**src/core/ocs_regs.svh**
```systemverilog
// register offsets, field positions, reset values and sizes of the accumulator select block
// assumes inclusion by bare name from the package or the design files
`ifndef OCS_REGS_SVH
`define OCS_REGS_SVH

// register indices; byte address is four times the index
`define OCS_IDX_SYNC_SRC 10'h300
`define OCS_IDX_REG_SEL 10'h301
`define OCS_IDX_BANK_CFG 10'h303
`define OCS_IDX_OSC_EN 10'h308
`define OCS_IDX_SW_SYNC 10'h310
`define OCS_IDX_CHG_BLK 10'h320
`define OCS_IDX_STATUS 10'h3f0

// field positions
`define OCS_SRC_LO 0
`define OCS_SRC_HI 1
`define OCS_CHG_SRC_A_BIT 4
`define OCS_CHG_SRC_B_BIT 5
`define OCS_SEL_A_LO 0
`define OCS_SEL_A_HI 4
`define OCS_SEL_B_LO 8
`define OCS_SEL_B_HI 12
`define OCS_BANK_CFG_LO 0
`define OCS_BANK_CFG_HI 1

// reset values
`define OCS_RST_SYNC_SRC 8'h00
`define OCS_RST_REG_SEL 16'h0000
`define OCS_RST_BANK_CFG 8'h00
`define OCS_RST_1BIT 1'h0

// widths
`define OCS_SEL_W 5
`define OCS_EXT_SEL_W 4

`endif

```
**src/core/ocs_pkg.sv**
```systemverilog
// types shared by the accumulator select block
// assumes ocs_regs.svh on the include path
`include "ocs_regs.svh"

package ocs_pkg;

	// accumulator reset trigger source
	typedef enum logic [1:0] {
		OCS_SYNC_NOW,
		OCS_SYNC_SYSREF,
		OCS_SYNC_TRIG,
		OCS_SYNC_RSVD
	} ocs_sync_src_t;

	// how the external select bus maps onto the channels
	typedef enum logic [1:0] {
		OCS_BANK_SPLIT,
		OCS_BANK_SHARED,
		OCS_BANK_ONE_CHAN,
		OCS_BANK_RSVD
	} ocs_bank_cfg_t;

	// accumulator selector: top bit is the bank
	typedef logic [`OCS_SEL_W-1:0] ocs_sel_t;

endpackage : ocs_pkg

```
**src/core/ocs_top.sv**
```systemverilog
// accumulator select and accumulator reset control for two oscillators, AHB-Lite register slave
// assumes select, bank and trigger lines are synchronous to ref_clk; single word transfers only
//
// Decided for this implementation: the AHB-Lite slave port.
`timescale 1ns/10ps
`default_nettype none

`include "ocs_regs.svh"

module ocs_top (
	input wire logic ref_clk,
	input wire logic rst,
	input wire logic hsel,
	input wire logic [31:0] haddr,
	input wire logic [1:0] htrans,
	input wire logic hwrite,
	input wire logic [2:0] hsize,
	input wire logic [31:0] hwdata,
	input wire logic hready,
	output logic hreadyout,
	output logic hresp,
	output logic [31:0] hrdata,
	input wire logic [`OCS_EXT_SEL_W-1:0] ext_sel,
	input wire logic bank_sel,
	input wire logic trig,
	input wire logic sysref,
	output ocs_pkg::ocs_sel_t sel_a,
	output ocs_pkg::ocs_sel_t sel_b,
	output logic accum_reset
);
	import ocs_pkg::*;

	// bus state
	logic wr_pend_r;
	logic rd_pend_r;
	logic [9:0] addr_idx_r;
	logic addr_ok_r;
	logic hreadyout_r;
	logic hresp_r;
	logic [31:0] hrdata_r;

	// software registers
	logic [7:0] sync_src_reg_r;
	logic [15:0] reg_sel_r;
	logic [7:0] bank_cfg_reg_r;
	logic osc_enable_r;
	logic sw_sync_r;
	logic change_blocking_r;

	// control state
	logic arm_r;
	logic accum_reset_r;
	ocs_sel_t sel_a_r;
	ocs_sel_t sel_b_r;

	// decoded fields
	ocs_sync_src_t accum_reset_source;
	ocs_bank_cfg_t osc_bank_config;
	logic chan_a_select_source;
	logic chan_b_select_source;
	ocs_sel_t reg_sel_a;
	ocs_sel_t reg_sel_b;

	// edges and events
	logic [1:0] rise;
	logic trig_rise;
	logic sysref_rise;
	logic addr_phase;
	logic sync_start;
	logic fire_now;
	ocs_sel_t ext_sel_a;
	ocs_sel_t ext_sel_b;
	logic ext_hit_a;
	logic ext_hit_b;

	// true when a data phase write targets the given index
	function automatic logic wr_hit(input logic pend, input logic ok, input logic [9:0] idx,
		input logic [9:0] want);
		wr_hit = pend & ok & (idx == want);
	endfunction : wr_hit

	assign accum_reset_source = ocs_sync_src_t'(sync_src_reg_r[`OCS_SRC_HI:`OCS_SRC_LO]);
	assign osc_bank_config = ocs_bank_cfg_t'(bank_cfg_reg_r[`OCS_BANK_CFG_HI:`OCS_BANK_CFG_LO]);
	assign chan_a_select_source = sync_src_reg_r[`OCS_CHG_SRC_A_BIT];
	assign chan_b_select_source = sync_src_reg_r[`OCS_CHG_SRC_B_BIT];
	assign reg_sel_a = reg_sel_r[`OCS_SEL_A_HI:`OCS_SEL_A_LO];
	assign reg_sel_b = reg_sel_r[`OCS_SEL_B_HI:`OCS_SEL_B_LO];

	// edge detection on trigger and sysref
	ocs_edge_det #(
		.WIDTH(2)
	) u_edges (
		.ref_clk(ref_clk),
		.rst(rst),
		.level_in({sysref, trig}),
		.rise_out(rise)
	);
	assign trig_rise = rise[0];
	assign sysref_rise = rise[1];

	// ahb address phase accepted
	assign addr_phase = hsel & htrans[1] & hready;

	// address phase capture; reads get one wait state so data follow any prior write
	always_ff @(posedge ref_clk or posedge rst) begin
		if (rst) begin
			wr_pend_r <= 1'b0;
			rd_pend_r <= 1'b0;
			addr_idx_r <= 10'h000;
			addr_ok_r <= 1'b0;
		end else begin
			wr_pend_r <= addr_phase & hwrite;
			rd_pend_r <= addr_phase & ~hwrite;
			if (addr_phase) begin
				addr_idx_r <= haddr[11:2];
				addr_ok_r <= (haddr[31:12] == 20'h00000) && (haddr[1:0] == 2'h0);
			end
		end
	end

	// ready, response and read data
	always_ff @(posedge ref_clk or posedge rst) begin
		if (rst) begin
			hreadyout_r <= 1'b1;
			hresp_r <= 1'b0;
			hrdata_r <= 32'h00000000;
		end else begin
			hresp_r <= 1'b0;
			if (addr_phase & ~hwrite) begin
				hreadyout_r <= 1'b0;
			end else begin
				hreadyout_r <= 1'b1;
			end
			if (rd_pend_r) begin
				hrdata_r <= 32'h00000000;
				if (addr_ok_r) begin
					case (addr_idx_r)
						`OCS_IDX_SYNC_SRC: hrdata_r <= {24'h000000, sync_src_reg_r};
						`OCS_IDX_REG_SEL: hrdata_r <= {16'h0000, reg_sel_r};
						`OCS_IDX_BANK_CFG: hrdata_r <= {24'h000000, bank_cfg_reg_r};
						`OCS_IDX_OSC_EN: hrdata_r <= {31'h00000000, osc_enable_r};
						`OCS_IDX_SW_SYNC: hrdata_r <= {31'h00000000, sw_sync_r};
						`OCS_IDX_CHG_BLK: hrdata_r <= {31'h00000000, change_blocking_r};
						`OCS_IDX_STATUS: hrdata_r <= {14'h0000, arm_r, accum_reset_r, 3'h0, sel_b_r,
							3'h0, sel_a_r};
						default: hrdata_r <= 32'h00000000;
					endcase
				end
			end
		end
	end

	// register writes; reserved bits stored and read back as written
	always_ff @(posedge ref_clk or posedge rst) begin
		if (rst) begin
			sync_src_reg_r <= `OCS_RST_SYNC_SRC;
			reg_sel_r <= `OCS_RST_REG_SEL;
			bank_cfg_reg_r <= `OCS_RST_BANK_CFG;
			osc_enable_r <= `OCS_RST_1BIT;
			sw_sync_r <= `OCS_RST_1BIT;
			change_blocking_r <= `OCS_RST_1BIT;
		end else begin
			if (wr_hit(wr_pend_r, addr_ok_r, addr_idx_r, `OCS_IDX_SYNC_SRC)) begin
				sync_src_reg_r <= hwdata[7:0];
			end
			if (wr_hit(wr_pend_r, addr_ok_r, addr_idx_r, `OCS_IDX_REG_SEL)) begin
				reg_sel_r <= hwdata[15:0];
			end
			if (wr_hit(wr_pend_r, addr_ok_r, addr_idx_r, `OCS_IDX_BANK_CFG)) begin
				bank_cfg_reg_r <= hwdata[7:0];
			end
			if (wr_hit(wr_pend_r, addr_ok_r, addr_idx_r, `OCS_IDX_OSC_EN)) begin
				osc_enable_r <= hwdata[0];
			end
			if (wr_hit(wr_pend_r, addr_ok_r, addr_idx_r, `OCS_IDX_SW_SYNC)) begin
				sw_sync_r <= hwdata[0];
			end
			if (wr_hit(wr_pend_r, addr_ok_r, addr_idx_r, `OCS_IDX_CHG_BLK)) begin
				change_blocking_r <= hwdata[0];
			end
		end
	end

	// sync request only on a 0-to-1 write of the sync bit
	assign sync_start = wr_hit(wr_pend_r, addr_ok_r, addr_idx_r, `OCS_IDX_SW_SYNC)
		& hwdata[0] & ~sw_sync_r;

	// armed reset fires on the bound event; reserved source never fires
	always_comb begin
		fire_now = 1'b0;
		case (accum_reset_source)
			OCS_SYNC_NOW: fire_now = sync_start;
			OCS_SYNC_SYSREF: fire_now = arm_r & sysref_rise;
			OCS_SYNC_TRIG: fire_now = arm_r & trig_rise & bank_sel;
			OCS_SYNC_RSVD: fire_now = 1'b0;
			default: fire_now = 1'b0;
		endcase
	end

	// arm flag: a new request wins over the firing clear
	always_ff @(posedge ref_clk or posedge rst) begin
		if (rst) begin
			arm_r <= 1'b0;
		end else begin
			if (sync_start && (accum_reset_source == OCS_SYNC_SYSREF
				|| accum_reset_source == OCS_SYNC_TRIG)) begin
				arm_r <= 1'b1;
			end else if (fire_now || accum_reset_source == OCS_SYNC_NOW
				|| accum_reset_source == OCS_SYNC_RSVD) begin
				arm_r <= 1'b0;
			end
		end
	end

	// accumulator reset: held while disabled, pulsed when a sync fires
	always_ff @(posedge ref_clk or posedge rst) begin
		if (rst) begin
			accum_reset_r <= 1'b1;
		end else begin
			accum_reset_r <= ~osc_enable_r | fire_now;
		end
	end

	// external selections per bank configuration
	always_comb begin
		ext_sel_a = {1'b0, ext_sel};
		ext_sel_b = {1'b1, ext_sel};
		ext_hit_a = 1'b0;
		ext_hit_b = 1'b0;
		case (osc_bank_config)
			OCS_BANK_SPLIT: begin
				ext_hit_a = trig_rise;
				ext_hit_b = trig_rise;
			end
			OCS_BANK_SHARED: begin
				ext_sel_a = {bank_sel, ext_sel};
				ext_sel_b = {bank_sel, ext_sel};
				ext_hit_a = trig_rise;
				ext_hit_b = trig_rise;
			end
			OCS_BANK_ONE_CHAN: begin
				ext_hit_a = trig_rise & ~bank_sel;
				ext_hit_b = trig_rise & bank_sel;
			end
			OCS_BANK_RSVD: begin
				ext_hit_a = 1'b0;
				ext_hit_b = 1'b0;
			end
			default: begin
				ext_hit_a = 1'b0;
				ext_hit_b = 1'b0;
			end
		endcase
	end

	// channel a selection
	always_ff @(posedge ref_clk or posedge rst) begin
		if (rst) begin
			sel_a_r <= ocs_sel_t'(`OCS_RST_REG_SEL); // low field of the register default
		end else begin
			if (chan_a_select_source) begin
				if (ext_hit_a) begin
					sel_a_r <= ext_sel_a;
				end
			end else if (!change_blocking_r) begin
				sel_a_r <= reg_sel_a;
			end
		end
	end

	// channel b selection
	always_ff @(posedge ref_clk or posedge rst) begin
		if (rst) begin
			sel_b_r <= ocs_sel_t'(`OCS_RST_REG_SEL); // low field of the register default
		end else begin
			if (chan_b_select_source) begin
				if (ext_hit_b) begin
					sel_b_r <= ext_sel_b;
				end
			end else if (!change_blocking_r) begin
				sel_b_r <= reg_sel_b;
			end
		end
	end

	// outputs straight from flops
	assign hreadyout = hreadyout_r;
	assign hresp = hresp_r;
	assign hrdata = hrdata_r;
	assign sel_a = sel_a_r;
	assign sel_b = sel_b_r;
	assign accum_reset = accum_reset_r;
endmodule : ocs_top

`default_nettype wire

```
**src/core/ocs_edge_det.sv**
```systemverilog
// rising edge detector for synchronous inputs, one per bit
// assumes inputs already synchronous to ref_clk
`timescale 1ns/10ps
`default_nettype none

module ocs_edge_det #(
	parameter int WIDTH = 2
) (
	input wire logic ref_clk,
	input wire logic rst,
	input wire logic [WIDTH-1:0] level_in,
	output logic [WIDTH-1:0] rise_out
);

	logic [WIDTH-1:0] prev_r;

	// previous level per bit, with edge taken against it
	genvar gi;
	generate
		for (gi = 0; gi < WIDTH; gi++) begin : g_bit
			always_ff @(posedge ref_clk or posedge rst) begin
				if (rst) begin
					prev_r[gi] <= 1'b0;
				end else begin
					prev_r[gi] <= level_in[gi];
				end
			end
			assign rise_out[gi] = level_in[gi] & ~prev_r[gi];
		end
	endgenerate

endmodule : ocs_edge_det

`default_nettype wire

```
**config.mk**
```make
export PLATFORM = sky130hd
export DESIGN_NAME = ocs_top
export DESIGN_NICKNAME = d
export VERILOG_FILES = /design/src/core/ocs_pkg.sv /design/src/core/ocs_top.sv /design/src/core/ocs_edge_det.sv
export VERILOG_INCLUDE_DIRS = /design/src /design/src/core
export SDC_FILE = /design/constraint.sdc
export NUM_CORES = 1
export LEC_CHECK = 0
export ABC_AREA = 1
export BUFFER_PORTS_ARGS = -buffer_cell sky130_fd_sc_hd__buf_2
export CORE_MARGIN = 2
export CORE_UTILIZATION = 51
export CTS_CLUSTER_DIAMETER = 60
export DETAILED_ROUTE_END_ITERATION = 7
export PLACE_DENSITY = 0.8
export SKIP_CTS_REPAIR_TIMING = 1
export SYNTH_ARGS = -nofsm -noshare
export SYNTH_HDL_FRONTEND = slang
export SYNTH_SLANG_ARGS = --single-unit
```
**constraint.sdc**
```tcl
create_clock -name ref_clk -period 3.31 [get_ports ref_clk]
set_clock_uncertainty 0.05 [all_clocks]
set_input_delay 0.331 -clock ref_clk [delete_from_list [all_inputs] [get_ports ref_clk]]
set_output_delay 0.331 -clock ref_clk [all_outputs]
set_load 0.005 [all_outputs]
```
==> metrics.csv, run 1 <==
stage;metric;value;unit
logic_synthesis;Seq/Total Area, Yosys;51.6;%
clock_tree;CTS clock-pin slew for the worst setup and hold paths;80;ps
die;placeable core area;0.00761;mm²
routing;wire length per cell;13.5;µm
logic_synthesis;Async SR Flop Fraction;100;%
logic_synthesis;syn avg cell area;8.17;µm²
power;Max VDD drop;219;µV
layout;Net count, final;651;
layout;commonest cells after routing, fill and taps aside;nand2_1 (132), buf_2 (90), dfrtp_1 (79);
worst_setup_path;Worst R2R End;reg_sel_r[5];
sta;Worst slew margin;33.4;%
layout;final core utilization;60.7;%
layout;diode count;0;
clock_tree;Inserted Clock Buffers;9;
layout;layout cells sized above 1;21.7;%
die;Die Height;91.8;µm
worst_setup_path;Worst EP required;3500;ps
min_path;worst min path class;in -> reg;
sta;RSZ-0062 raised after global routing;no;
sta;Tmin final;2300;ps
worst_setup_path;slowest stage delay, CP;550;ps
routing;DRC violations left;0;
placed_design;Area after DPL;0.00438;mm²
logic_synthesis;Synth cell types;30;
layout;# fillers;693;
worst_setup_path;CP Capture Type;flip-flop;
global_route;initial antenna violation count;0;
logic_synthesis;cells after synthesis;481;
min_path;Hold EP;u_edges.prev_r[0];
die;Initial Utilization;51.7;%
min_path;hold depth;1;
logic_synthesis;yosys warns;0;
logic_synthesis;number of synthesized register bits;81;
clock_tree;CTS tree;done;
logic_synthesis;Post-synth EDFFs;0;
sta;Slew Viols, Final;0;
routing;DRT antenna net count;0;
routing;Starting DRT DRC Count;236;
sta;Final Hold Viols;0;
layout;Design Area, Final;0.00461;mm²
die;die width;91.8;µm
global_route;overall routing resource usage;23.0;%
status;status;finished clean;
sta;fin crit share;69.6;%
die;Ports;126;
worst_setup_path;most used cell along the critical path;nand2_1;
logic_synthesis;ranking of synthesized cells by area;dfrtp_1 (50%), nand2_1 (13%), nand3_1 (7.3%);
worst_setup_path;CP Max Fanout;24;
global_route;first-pass GRT wire length;15600;µm
placed_design;IO buf count;90;
sta;slew of the pin with the lowest slew margin;999;ps
placed_design;hpwl dp;6490;µm
worst_setup_path;CP Data Arrival Time;2490;ps
global_route;Overflow after GRT;0;
layout;most common cell after layout, fill and taps aside;nand2_1;
worst_setup_path;worst path cell trace;nor2_1, nand2_1, nor2_4, nand3_1, o21ai_0, nand2_1;
global_route;largest net degree at the start of global routing;82;
worst_setup_path;Critical Path Source Type;flip-flop;
layout;Layout Area Growth over Synthesis;17.4;%
clock_tree;htree depth;3;
global_route;vias in the first global route;3374;
die;die area;0.00843;mm²
routing;Via density;5.20;
routing;Post-Route WL;9120;µm
clock_tree;clk root buf;clkbuf_8;
job;# Max-Cap Violations;0;
routing;first-pass iteration count of the detailed router;4;
logic_synthesis;Post-Syn Area;0.00393;mm²
power;PD cells;441;mW/mm²
worst_setup_path;WS Path Type;reg -> reg;
logic_synthesis;top cell type's share of synthesized area;50.3;%
worst_setup_path;slowest cell on the critical path;nand3_1;
clock_tree;CTS sink count;81;
routing;via count;3499;
placed_design;Placer Congestion;0.879;
logic_synthesis;Post-synth top flop;dfrtp_1;
clock_tree;Skew-Pair Late Insertion Delay;360;ps
sta;final setup fails;0;
logic_synthesis;Synth area leader;dfrtp_1;
worst_setup_path;R2R setup slack;1010;ps
die;num rows;32;
clock_tree;Clock Path Buffers;2;
sta;Peak Freq;0.434;GHz
sta;post-route setup TNS;0;ps
power;Lkg Pwr;2.43;nW
worst_setup_path;origin of the critical flop-to-flop path;addr_idx_r[7];
worst_setup_path;Worst R2R Path Depth;6;
min_path;hold_sp;trig;
## registers in the layout, summed over array words and instances (netlist names), 2 cells and up
name,flops
bank_cfg_reg_r,8
sync_src_reg_r,8
sel_b,5
reg_sel_r,16
hrdata,18
u_edges.prev_r,2
sel_a,5
addr_idx_r,10
## routing by layer
layer	up-vias	global-route usage (%)	routed length, µm
li1	1706	-	-
met1	1683	30.5	3970
met2	97	39.1	4510
met3	13	3.04	506
met4	0	8.33	136
met5	-	0	0
## critical path: cells and delay by family, from the launching register on
family / cells / cell delay (ps)
AO/OA/AOI/OAI: 1 / 370
flip-flops: 1 / 400
AND/OR/NAND/NOR: 5 / 1380
## kinds of logic (layout without fill, tap and decap cells)
logic type	after synthesis	in the layout	share of synthesized area (%)
AOI/OAI and AO/OA	74	74	10.1
buffers and inverters	78	154	9.42
adders and majority gates	4	4	1.27
other	1	15	0.0954
and+or+nand+nor	243	243	27.5
DFF	81	81	51.6
## cells in the mapped netlist (3+ instances only)
library cell  count
nand2_2           3
nand4_1           6
buf_2             5
o21a_1            4
nand3_1          57
a21oi_1           8
o22ai_1           4
nor2_4            4
buf_4            17
nor2_1           27
o21ai_0          51
dfrtp_1          79
o211ai_1          3
ha_1              4
nand2_1         132
o21ai_1           3
clkbuf_1          8
nor4_1            5
inv_1            46
nor2_2            3
## worst max path at each step
stage | startpoint | end | cells after the start
floorplan | rst | addr_idx_r[0] | 1
global placement | addr_idx_r[7] | hrdata[9] | 7
detailed placement | addr_idx_r[7] | hrdata[9] | 7
CTS | addr_idx_r[7] | reg_sel_r[5] | 6
global route | addr_idx_r[7] | sync_src_reg_r[7] | 5
finish | addr_idx_r[7] | reg_sel_r[5] | 6
## layout make-up
| cell class | count | area [µm²] | area share (%) |
|---|---|---|---|
| clock buffer | 12 | 165 | 3.58 |
| clock inverter | 4 | 73.8 | 1.60 |
| inverter | 47 | 176 | 3.82 |
| multi-input combinational | 336 | 1580 | 34.3 |
| sequential | 81 | 2030 | 44.0 |
| tap | 102 | 128 | 2.77 |
| timing repair buffer | 91 | 458 | 9.92 |
## where the power goes
group          switching, mW  internal, mW  total (mW)
sequential            0.0202          1.01        1.03
clock                  0.352         0.487       0.839
combinational          0.112        0.0524       0.164
## through the flow
step / hold slack [ps] / power, mW / worst slack (ps) / cells
floorplan: 312 / 1.16 / 852 / 495
global placement: 406 / 1.21 / 1180 / 657
detailed placement: 407 / 1.21 / 1090 / 657
CTS: 45.7 / 2.05 / 1070 / 673
global route: 48.1 / 2.10 / 843 / 673
finish: 51.2 / 2.03 / 1010 / 673
Power figures use the tool's default switching activity.
==> run 2, diff against run 1 <==
clock period = 2.2 ns   (was 3.31 ns; I/O delays follow)
==> metrics.csv, run 2 (synthesis gave the netlist of run 1 again) <==
stage;metric;value;unit;change
worst_setup_path;slowest stage delay, CP;470;ps;was 550 ps
worst_setup_path;Critical Path Source Type;flip-flop;;unchanged
worst_setup_path;Worst R2R End;sync_src_reg_r[0];;was reg_sel_r[5]
clock_tree;Inserted Clock Buffers;9;;unchanged
worst_setup_path;Worst EP required;2410;ps;was 3500 ps
sta;Slew Viols, Final;0;;unchanged
routing;wire length per cell;14.1;µm;was 13.5 µm
die;die width;91.8;µm;unchanged
die;die area;0.00843;mm²;unchanged
global_route;overall routing resource usage;23.5;%;was 23.0%
clock_tree;Skew-Pair Late Insertion Delay;360;ps;about the same
power;Max VDD drop;252;µV;was 219 µV
layout;Largest register FFs;18;;unchanged
power;Lkg Pwr;2.45;nW;was 2.43 nW
clock_tree;htree depth;3;;unchanged
layout;diode count;0;;unchanged
layout;layout cells sized above 1;22.3;%;was 21.7%
power;Final Total Pwr;2.76;mW;was 2.03 mW
sta;Final Hold Viols;0;;unchanged
sta;fin crit share;85.3;%;was 69.6%
sta;slew of the pin with the lowest slew margin;711;ps;was 999 ps
global_route;largest net degree at the start of global routing;82;;unchanged
layout;Layout Area Growth over Synthesis;18.2;%;was 17.4%
worst_setup_path;Crit. path cell count;5;;was 6
global_route;vias in the first global route;3479;;was 3374
placed_design;placed instance count;664;;was 657
min_path;worst min path class;in -> reg;;unchanged
worst_setup_path;CP top delay family;simple AND/OR/NAND/NOR gates;;unchanged
layout;most common cell after layout, fill and taps aside;nand2_1;;unchanged
clock_tree;CTS tree;done;;unchanged
worst_setup_path;CP Max Fanout;16;;was 24
sta;Worst slew margin;52.5;%;was 33.4%
routing;Via density;5.24;;was 5.20
routing;via count;3581;;was 3499
worst_setup_path;origin of the critical flop-to-flop path;addr_idx_r[7];;unchanged
global_route;initial antenna violation count;0;;unchanged
sta;post-route setup TNS;0;ps;unchanged
worst_setup_path;R2R setup slack;320;ps;was 1010 ps
die;num rows;32;;unchanged
layout;final core utilization;61.1;%;was 60.7%
die;Ports;126;;unchanged
clock_tree;clk root buf;clkbuf_8;;unchanged
worst_setup_path;CP Capture Type;flip-flop;;unchanged
layout;Net count, final;662;;was 651
placed_design;hpwl dp;6830;µm;was 6490 µm
die;Initial Utilization;51.7;%;unchanged
clock_tree;CTS clock-pin slew for the worst setup and hold paths;80;ps;about the same
sta;final setup fails;0;;unchanged
worst_setup_path;critical path buffer and inverter count;0;;unchanged
layout;# fillers;679;;was 693
worst_setup_path;CP endpoint;sync_src_reg_r[0];;was reg_sel_r[5]
routing;Starting DRT DRC Count;205;;was 236
clock_tree;Clock Path Buffers;2;;unchanged
sta;hold slack;5.78;ps;was 51.2 ps
worst_setup_path;slowest cell on the critical path;nand3_1;;unchanged
sta;Tmin final;1880;ps;was 2300 ps
routing;Post-Route WL;9630;µm;was 9120 µm
placed_design;IO buf count;90;;unchanged
worst_setup_path;CP Launch Point;addr_idx_r[7];;unchanged
job;# Max-Cap Violations;0;;unchanged
die;placeable core area;0.00761;mm²;unchanged
layout;commonest cells after routing, fill and taps aside;nand2_1 (132), buf_2 (90), dfrtp_1 (79);;unchanged
sta;RSZ-0062 raised after global routing;no;;unchanged
global_route;first-pass GRT wire length;15600;µm;about the same
status;status;finished clean;;unchanged
worst_setup_path;Worst R2R Path Depth;5;;was 6
global_route;Overflow after GRT;0;;unchanged
worst_setup_path;worst path cell trace;nor2_1, nand2_1, nor2_4, nand3_1, o21ai_0;;was nor2_1, nand2_1, nor2_4, nand3_1, o21ai_0, nand2_1
worst_setup_path;WS Path Type;reg -> reg;;unchanged
routing;DRC violations left;0;;unchanged
sta;Peak Freq;0.533;GHz;was 0.434 GHz
worst_setup_path;CP Data Arrival Time;2080;ps;was 2490 ps
die;Die Height;91.8;µm;unchanged
routing;first-pass iteration count of the detailed router;5;;was 4
placed_design;Placer Congestion;0.883;;was 0.879
layout;post-route insts no fill;684;;was 673
power;PD cells;594;mW/mm²;was 441 mW/mm²
clock_tree;CTS sink count;81;;unchanged
routing;DRT antenna net count;0;;unchanged
run 2: per-stage QoR:
| step | setup WS (ps) | instance area (µm²) |
|---|---|---|
| after floorplan | 727 | 3990 |
| after global placement | 432 | 4440 |
| after detailed placement | 390 | 4440 |
| after CTS | 373 | 4610 |
| after global routing | 58.8 | 4650 |
| final | 323 | 4650 |
run 2: metal layers:
layer  routed length [µm]  share of wire (%)  GRT usage (%)
met2                 4680                 49           39.9
met5                    0                  0              0
met4                  215                2.2           8.96
met1                 4160                 43           29.9
met3                  573                5.9           4.68
run 2: final cells by class:
cell class	instances	area [µm²]	area share, %
clock buffers	10	128	2.75
clock inverters	6	35.0	0.754
inverters	47	180	3.88
multi-input cells	336	1580	34.1
flip-flops and latches	81	2030	43.7
well taps	102	128	2.75
repair buffers	102	563	12.1
run 2: how the worst min path moves through the flow:
stage,slack [ps],cells past startpoint,end,startpoint
2_1_floorplan,200,0,u_edges.prev_r[0],trig
3_3_place_gp,290,1,u_edges.prev_r[0],trig
3_5_place_dp,300,1,u_edges.prev_r[1],sysref
4_1_cts,-60,1,u_edges.prev_r[0],trig
5_1_grt,10,3,addr_idx_r[9],haddr[11]
6_report,6,3,addr_idx_r[9],haddr[11]
run 2: power by group:
part           switching [mW]  internal [mW]
Combinational           0.172         0.0883
Clock                   0.549          0.402
Sequential             0.0283           1.52
run 2: tightest hold or removal path: stages:
cell and delay, ps:
buf_2 70, nand2_1 40, nand2_1 50
==> run 3, diff against run 2 <==
ABC_AREA = 0   (was 1)
==> metrics.csv, run 3 <==
stage;metric;value;unit;change
clock_tree;CTS clock-pin slew for the worst setup and hold paths;80;ps;about the same
sta;fin crit share;94.9;%;was 85.3%
logic_synthesis;Synth cell types;48;;was 30
layout;layout cells sized above 1;43.2;%;was 22.3%
power;clock power share;38.9;%;was 34.4%
worst_setup_path;WS Path Type;reg -> reg;;unchanged
logic_synthesis;cells after synthesis;328;;was 481
die;num rows;31;;was 32
min_path;worst min path class;in -> reg;;unchanged
logic_synthesis;top-count cell post-synth;dfrtp_1;;was nand2_1
layout;Net count, final;522;;was 662
global_route;initial antenna violation count;0;;unchanged
layout;# fillers;580;;was 679
sta;Peak Freq;0.479;GHz;was 0.533 GHz
status;status;finished clean;;unchanged
sta;Final Hold Viols;0;;unchanged
logic_synthesis;Post-synth EDFFs;0;;unchanged
placed_design;Post-Place Setup Slack;129;ps;was 390 ps
logic_synthesis;top cell type's share of synthesized area;50.9;%;was 50.3%
clock_tree;CTS tree;done;;unchanged
placed_design;Placer Congestion;0.856;;was 0.883
logic_synthesis;number of synthesized register bits;81;;unchanged
global_route;first-pass GRT wire length;14400;µm;was 15600 µm
placed_design;hpwl dp;6350;µm;was 6830 µm
layout;Design Area, Final;0.00476;mm²;was 0.00465 mm²
sta;post-route setup TNS;0;ps;unchanged
power;Switch Pwr;0.742;mW;was 0.749 mW
clock_tree;Clock Path Buffers;2;;unchanged
clock_tree;CTS sink count;81;;unchanged
logic_synthesis;yosys warns;0;;unchanged
power;Gate power share;10.8;%;was 9.4%
power;Power Internal;2.39;mW;was 2.01 mW
routing;metal3 WL;399;µm;was 573 µm
logic_synthesis;syn avg cell area;11.8;µm²;was 8.17 µm²
placed_design;placed instance count;522;;was 664
global_route;largest net degree at the start of global routing;62;;was 82
die;die width;91.3;µm;was 91.8 µm
layout;most common cell after layout, fill and taps aside;buf_2;;was nand2_1
routing;wire length per cell;16.0;µm;was 14.1 µm
sta;final setup fails;0;;unchanged
sta;Slew Viols, Final;0;;unchanged
worst_setup_path;CP Max Fanout;8;;was 16
worst_setup_path;CP Capture Type;flip-flop;;unchanged
routing;Via density;5.49;;was 5.24
clock_tree;Inserted Clock Buffers;9;;unchanged
layout;post-route insts no fill;541;;was 684
logic_synthesis;ranking of synthesized cells by area;dfrtp_1 (51%), mux2_2 (16%), mux2i_1 (3.4%);;was dfrtp_1 (50%), nand2_1 (13%), nand3_1 (7.3%)
power;Max VDD drop;272;µV;was 252 µV
sta;final setup margin;112;ps;was 323 ps
job;# Max-Cap Violations;0;;unchanged
logic_synthesis;Synth top cells by count;dfrtp_1 (79), mux2_2 (55), inv_1 (27), o22ai_1 (18), buf_4 (15);;was nand2_1 (132), dfrtp_1 (79), nand3_1 (57), o21ai_0 (51), inv_1 (46)
global_route;vias in the first global route;2940;;was 3479
routing;Max Used Layer;met4;;unchanged
placed_design;Area after DPL;0.00450;mm²;was 0.00444 mm²
logic_synthesis;Async SR Flop Fraction;100;%;unchanged
layout;Largest register FFs;18;;unchanged
power;Lkg Pwr;2.28;nW;was 2.45 nW
min_path;hold depth;2;;was 3
routing;Starting DRT DRC Count;152;;was 205
die;placeable core area;0.00733;mm²;was 0.00761 mm²
die;Ports;126;;unchanged
sta;Tmin final;2090;ps;was 1880 ps
power;switching portion of total power;23.7;%;was 27.1%
clock_tree;clk root buf;clkbuf_8;;unchanged
layout;commonest cells after routing, fill and taps aside;buf_2 (90), dfrtp_1 (79), mux2_2 (55);;was nand2_1 (132), buf_2 (90), dfrtp_1 (79)
worst_setup_path;Worst EP required;2370;ps;was 2410 ps
sta;RSZ-0062 raised after global routing;no;;unchanged
clock_tree;Skew-Pair Late Insertion Delay;340;ps;was 360 ps
die;die area;0.00833;mm²;was 0.00843 mm²
routing;met1 WL;3840;µm;was 4160 µm
routing;routed length on met2;4280;µm;was 4680 µm
worst_setup_path;Critical Path Source Type;flip-flop;;unchanged
layout;diode count;0;;unchanged
die;Initial Utilization;53.0;%;was 51.7%
power;Reg power frac;50.4;%;was 56.1%
worst_setup_path;Worst R2R Path Depth;5;;unchanged
global_route;Overflow after GRT;0;;unchanged
routing;via count;2972;;was 3581
routing;Post-Route WL;8680;µm;was 9630 µm
logic_synthesis;Seq/Total Area, Yosys;52.3;%;was 51.6%
logic_synthesis;Post-Syn Area;0.00388;mm²;was 0.00393 mm²
worst_setup_path;CP Data Arrival Time;2260;ps;was 2080 ps
routing;first-pass iteration count of the detailed router;4;;was 5
routing;DRT antenna net count;0;;unchanged
logic_synthesis;Synth area leader;dfrtp_1;;unchanged
power;PD cells;658;mW/mm²;was 594 mW/mm²
die;Die Height;91.3;µm;was 91.8 µm
clock_tree;htree depth;3;;unchanged
sta;Worst slew margin;61.5;%;was 52.5%
logic_synthesis;Post-synth top flop;dfrtp_1;;unchanged
global_route;overall routing resource usage;21.8;%;was 23.5%
routing;DRC violations left;0;;unchanged
sta;slew of the pin with the lowest slew margin;571;ps;was 711 ps
layout;Layout Area Growth over Synthesis;22.6;%;was 18.2%
placed_design;IO buf count;90;;unchanged
run 3: cell count changes after synthesis, moves of 5 or more:
cell	delta
nand2_1	-118
mux2_2	+55
nand3_1	-54
o21ai_0	-43
inv_1	-19
nor2_1	-17
o22ai_1	+14
mux2i_1	+13
a22oi_1	+9
nor4_1	+5
run 3: power by group through the flow:
stage          registers [mW]  clock network [mW]  logic (mW)
2_1_floorplan            1.60                   0       0.225
3_3_place_gp             1.60                   0       0.324
3_5_place_dp             1.60                   0       0.331
4_1_cts                  1.58                1.23       0.334
5_1_grt                  1.59                1.30       0.368
6_report                 1.58                1.22       0.338
run 3: critical path, stage by stage (launching register included):
cell	delay (ps)
dfrtp_1	380
or3_1	500
or2_4	310
nor4_4	150
buf_4	230
mux2_2	350
run 3: area by class of cell:
class / count / area, µm² / area share, %
Clock buffer: 12 / 155 / 3.26
Sequential cell: 81 / 2030 / 42.6
Tap cell: 99 / 124 / 2.60
Multi-Input combinational cell: 205 / 1620 / 33.9
Clock inverter: 4 / 75.1 / 1.58
Inverter: 27 / 105 / 2.21
Timing Repair Buffer: 113 / 656 / 13.8
run 3: cell families (layout without fill, tap and decap cells):
| kind of cell | count (synthesis) | count (layout) | synth area share [%] |
|---|---|---|---|
| buffers and inverters | 56 | 156 | 7.48 |
| AO/OA/AOI/OAI | 53 | 53 | 9.12 |
| AND/OR/NAND/NOR | 64 | 64 | 10.2 |
| other | 1 | 15 | 0.0966 |
| multiplexers | 69 | 69 | 19.6 |
| adder cells (fa/ha/maj) | 4 | 4 | 1.29 |
| flip-flops | 81 | 81 | 52.3 |
run 3: metal layers:
metal | up-vias | global-route usage (%)
li1 | 1390 | -
met1 | 1457 | 29.3
met2 | 107 | 35.3
met3 | 18 | 4.15
met4 | 0 | 8.33
met5 | - | 0
run 3: worst paths after layout:
check,from,endpoint,slack (ps)
setup / recovery,addr_idx_r[6],reg_sel_r[2],110
hold / removal,haddr[6],addr_idx_r[4],50
setup reg to reg,addr_idx_r[6],reg_sel_r[2],110
hold reg to reg,reg_sel_r[7],reg_sel_r[7],460
max in group asynchronous,rst,accum_reset,1010
min in group asynchronous,rst,addr_idx_r[0],400
run 3: per-stage QoR:
stage	hold slack [ps]	total power, mW	util (%)
floorplan	201	1.82	-
global placement	219	1.93	61.4
finish	52.4	3.13	64.9
global route	48.8	3.25	64.9
CTS	-143	3.14	64.5
detailed placement	227	1.93	61.4
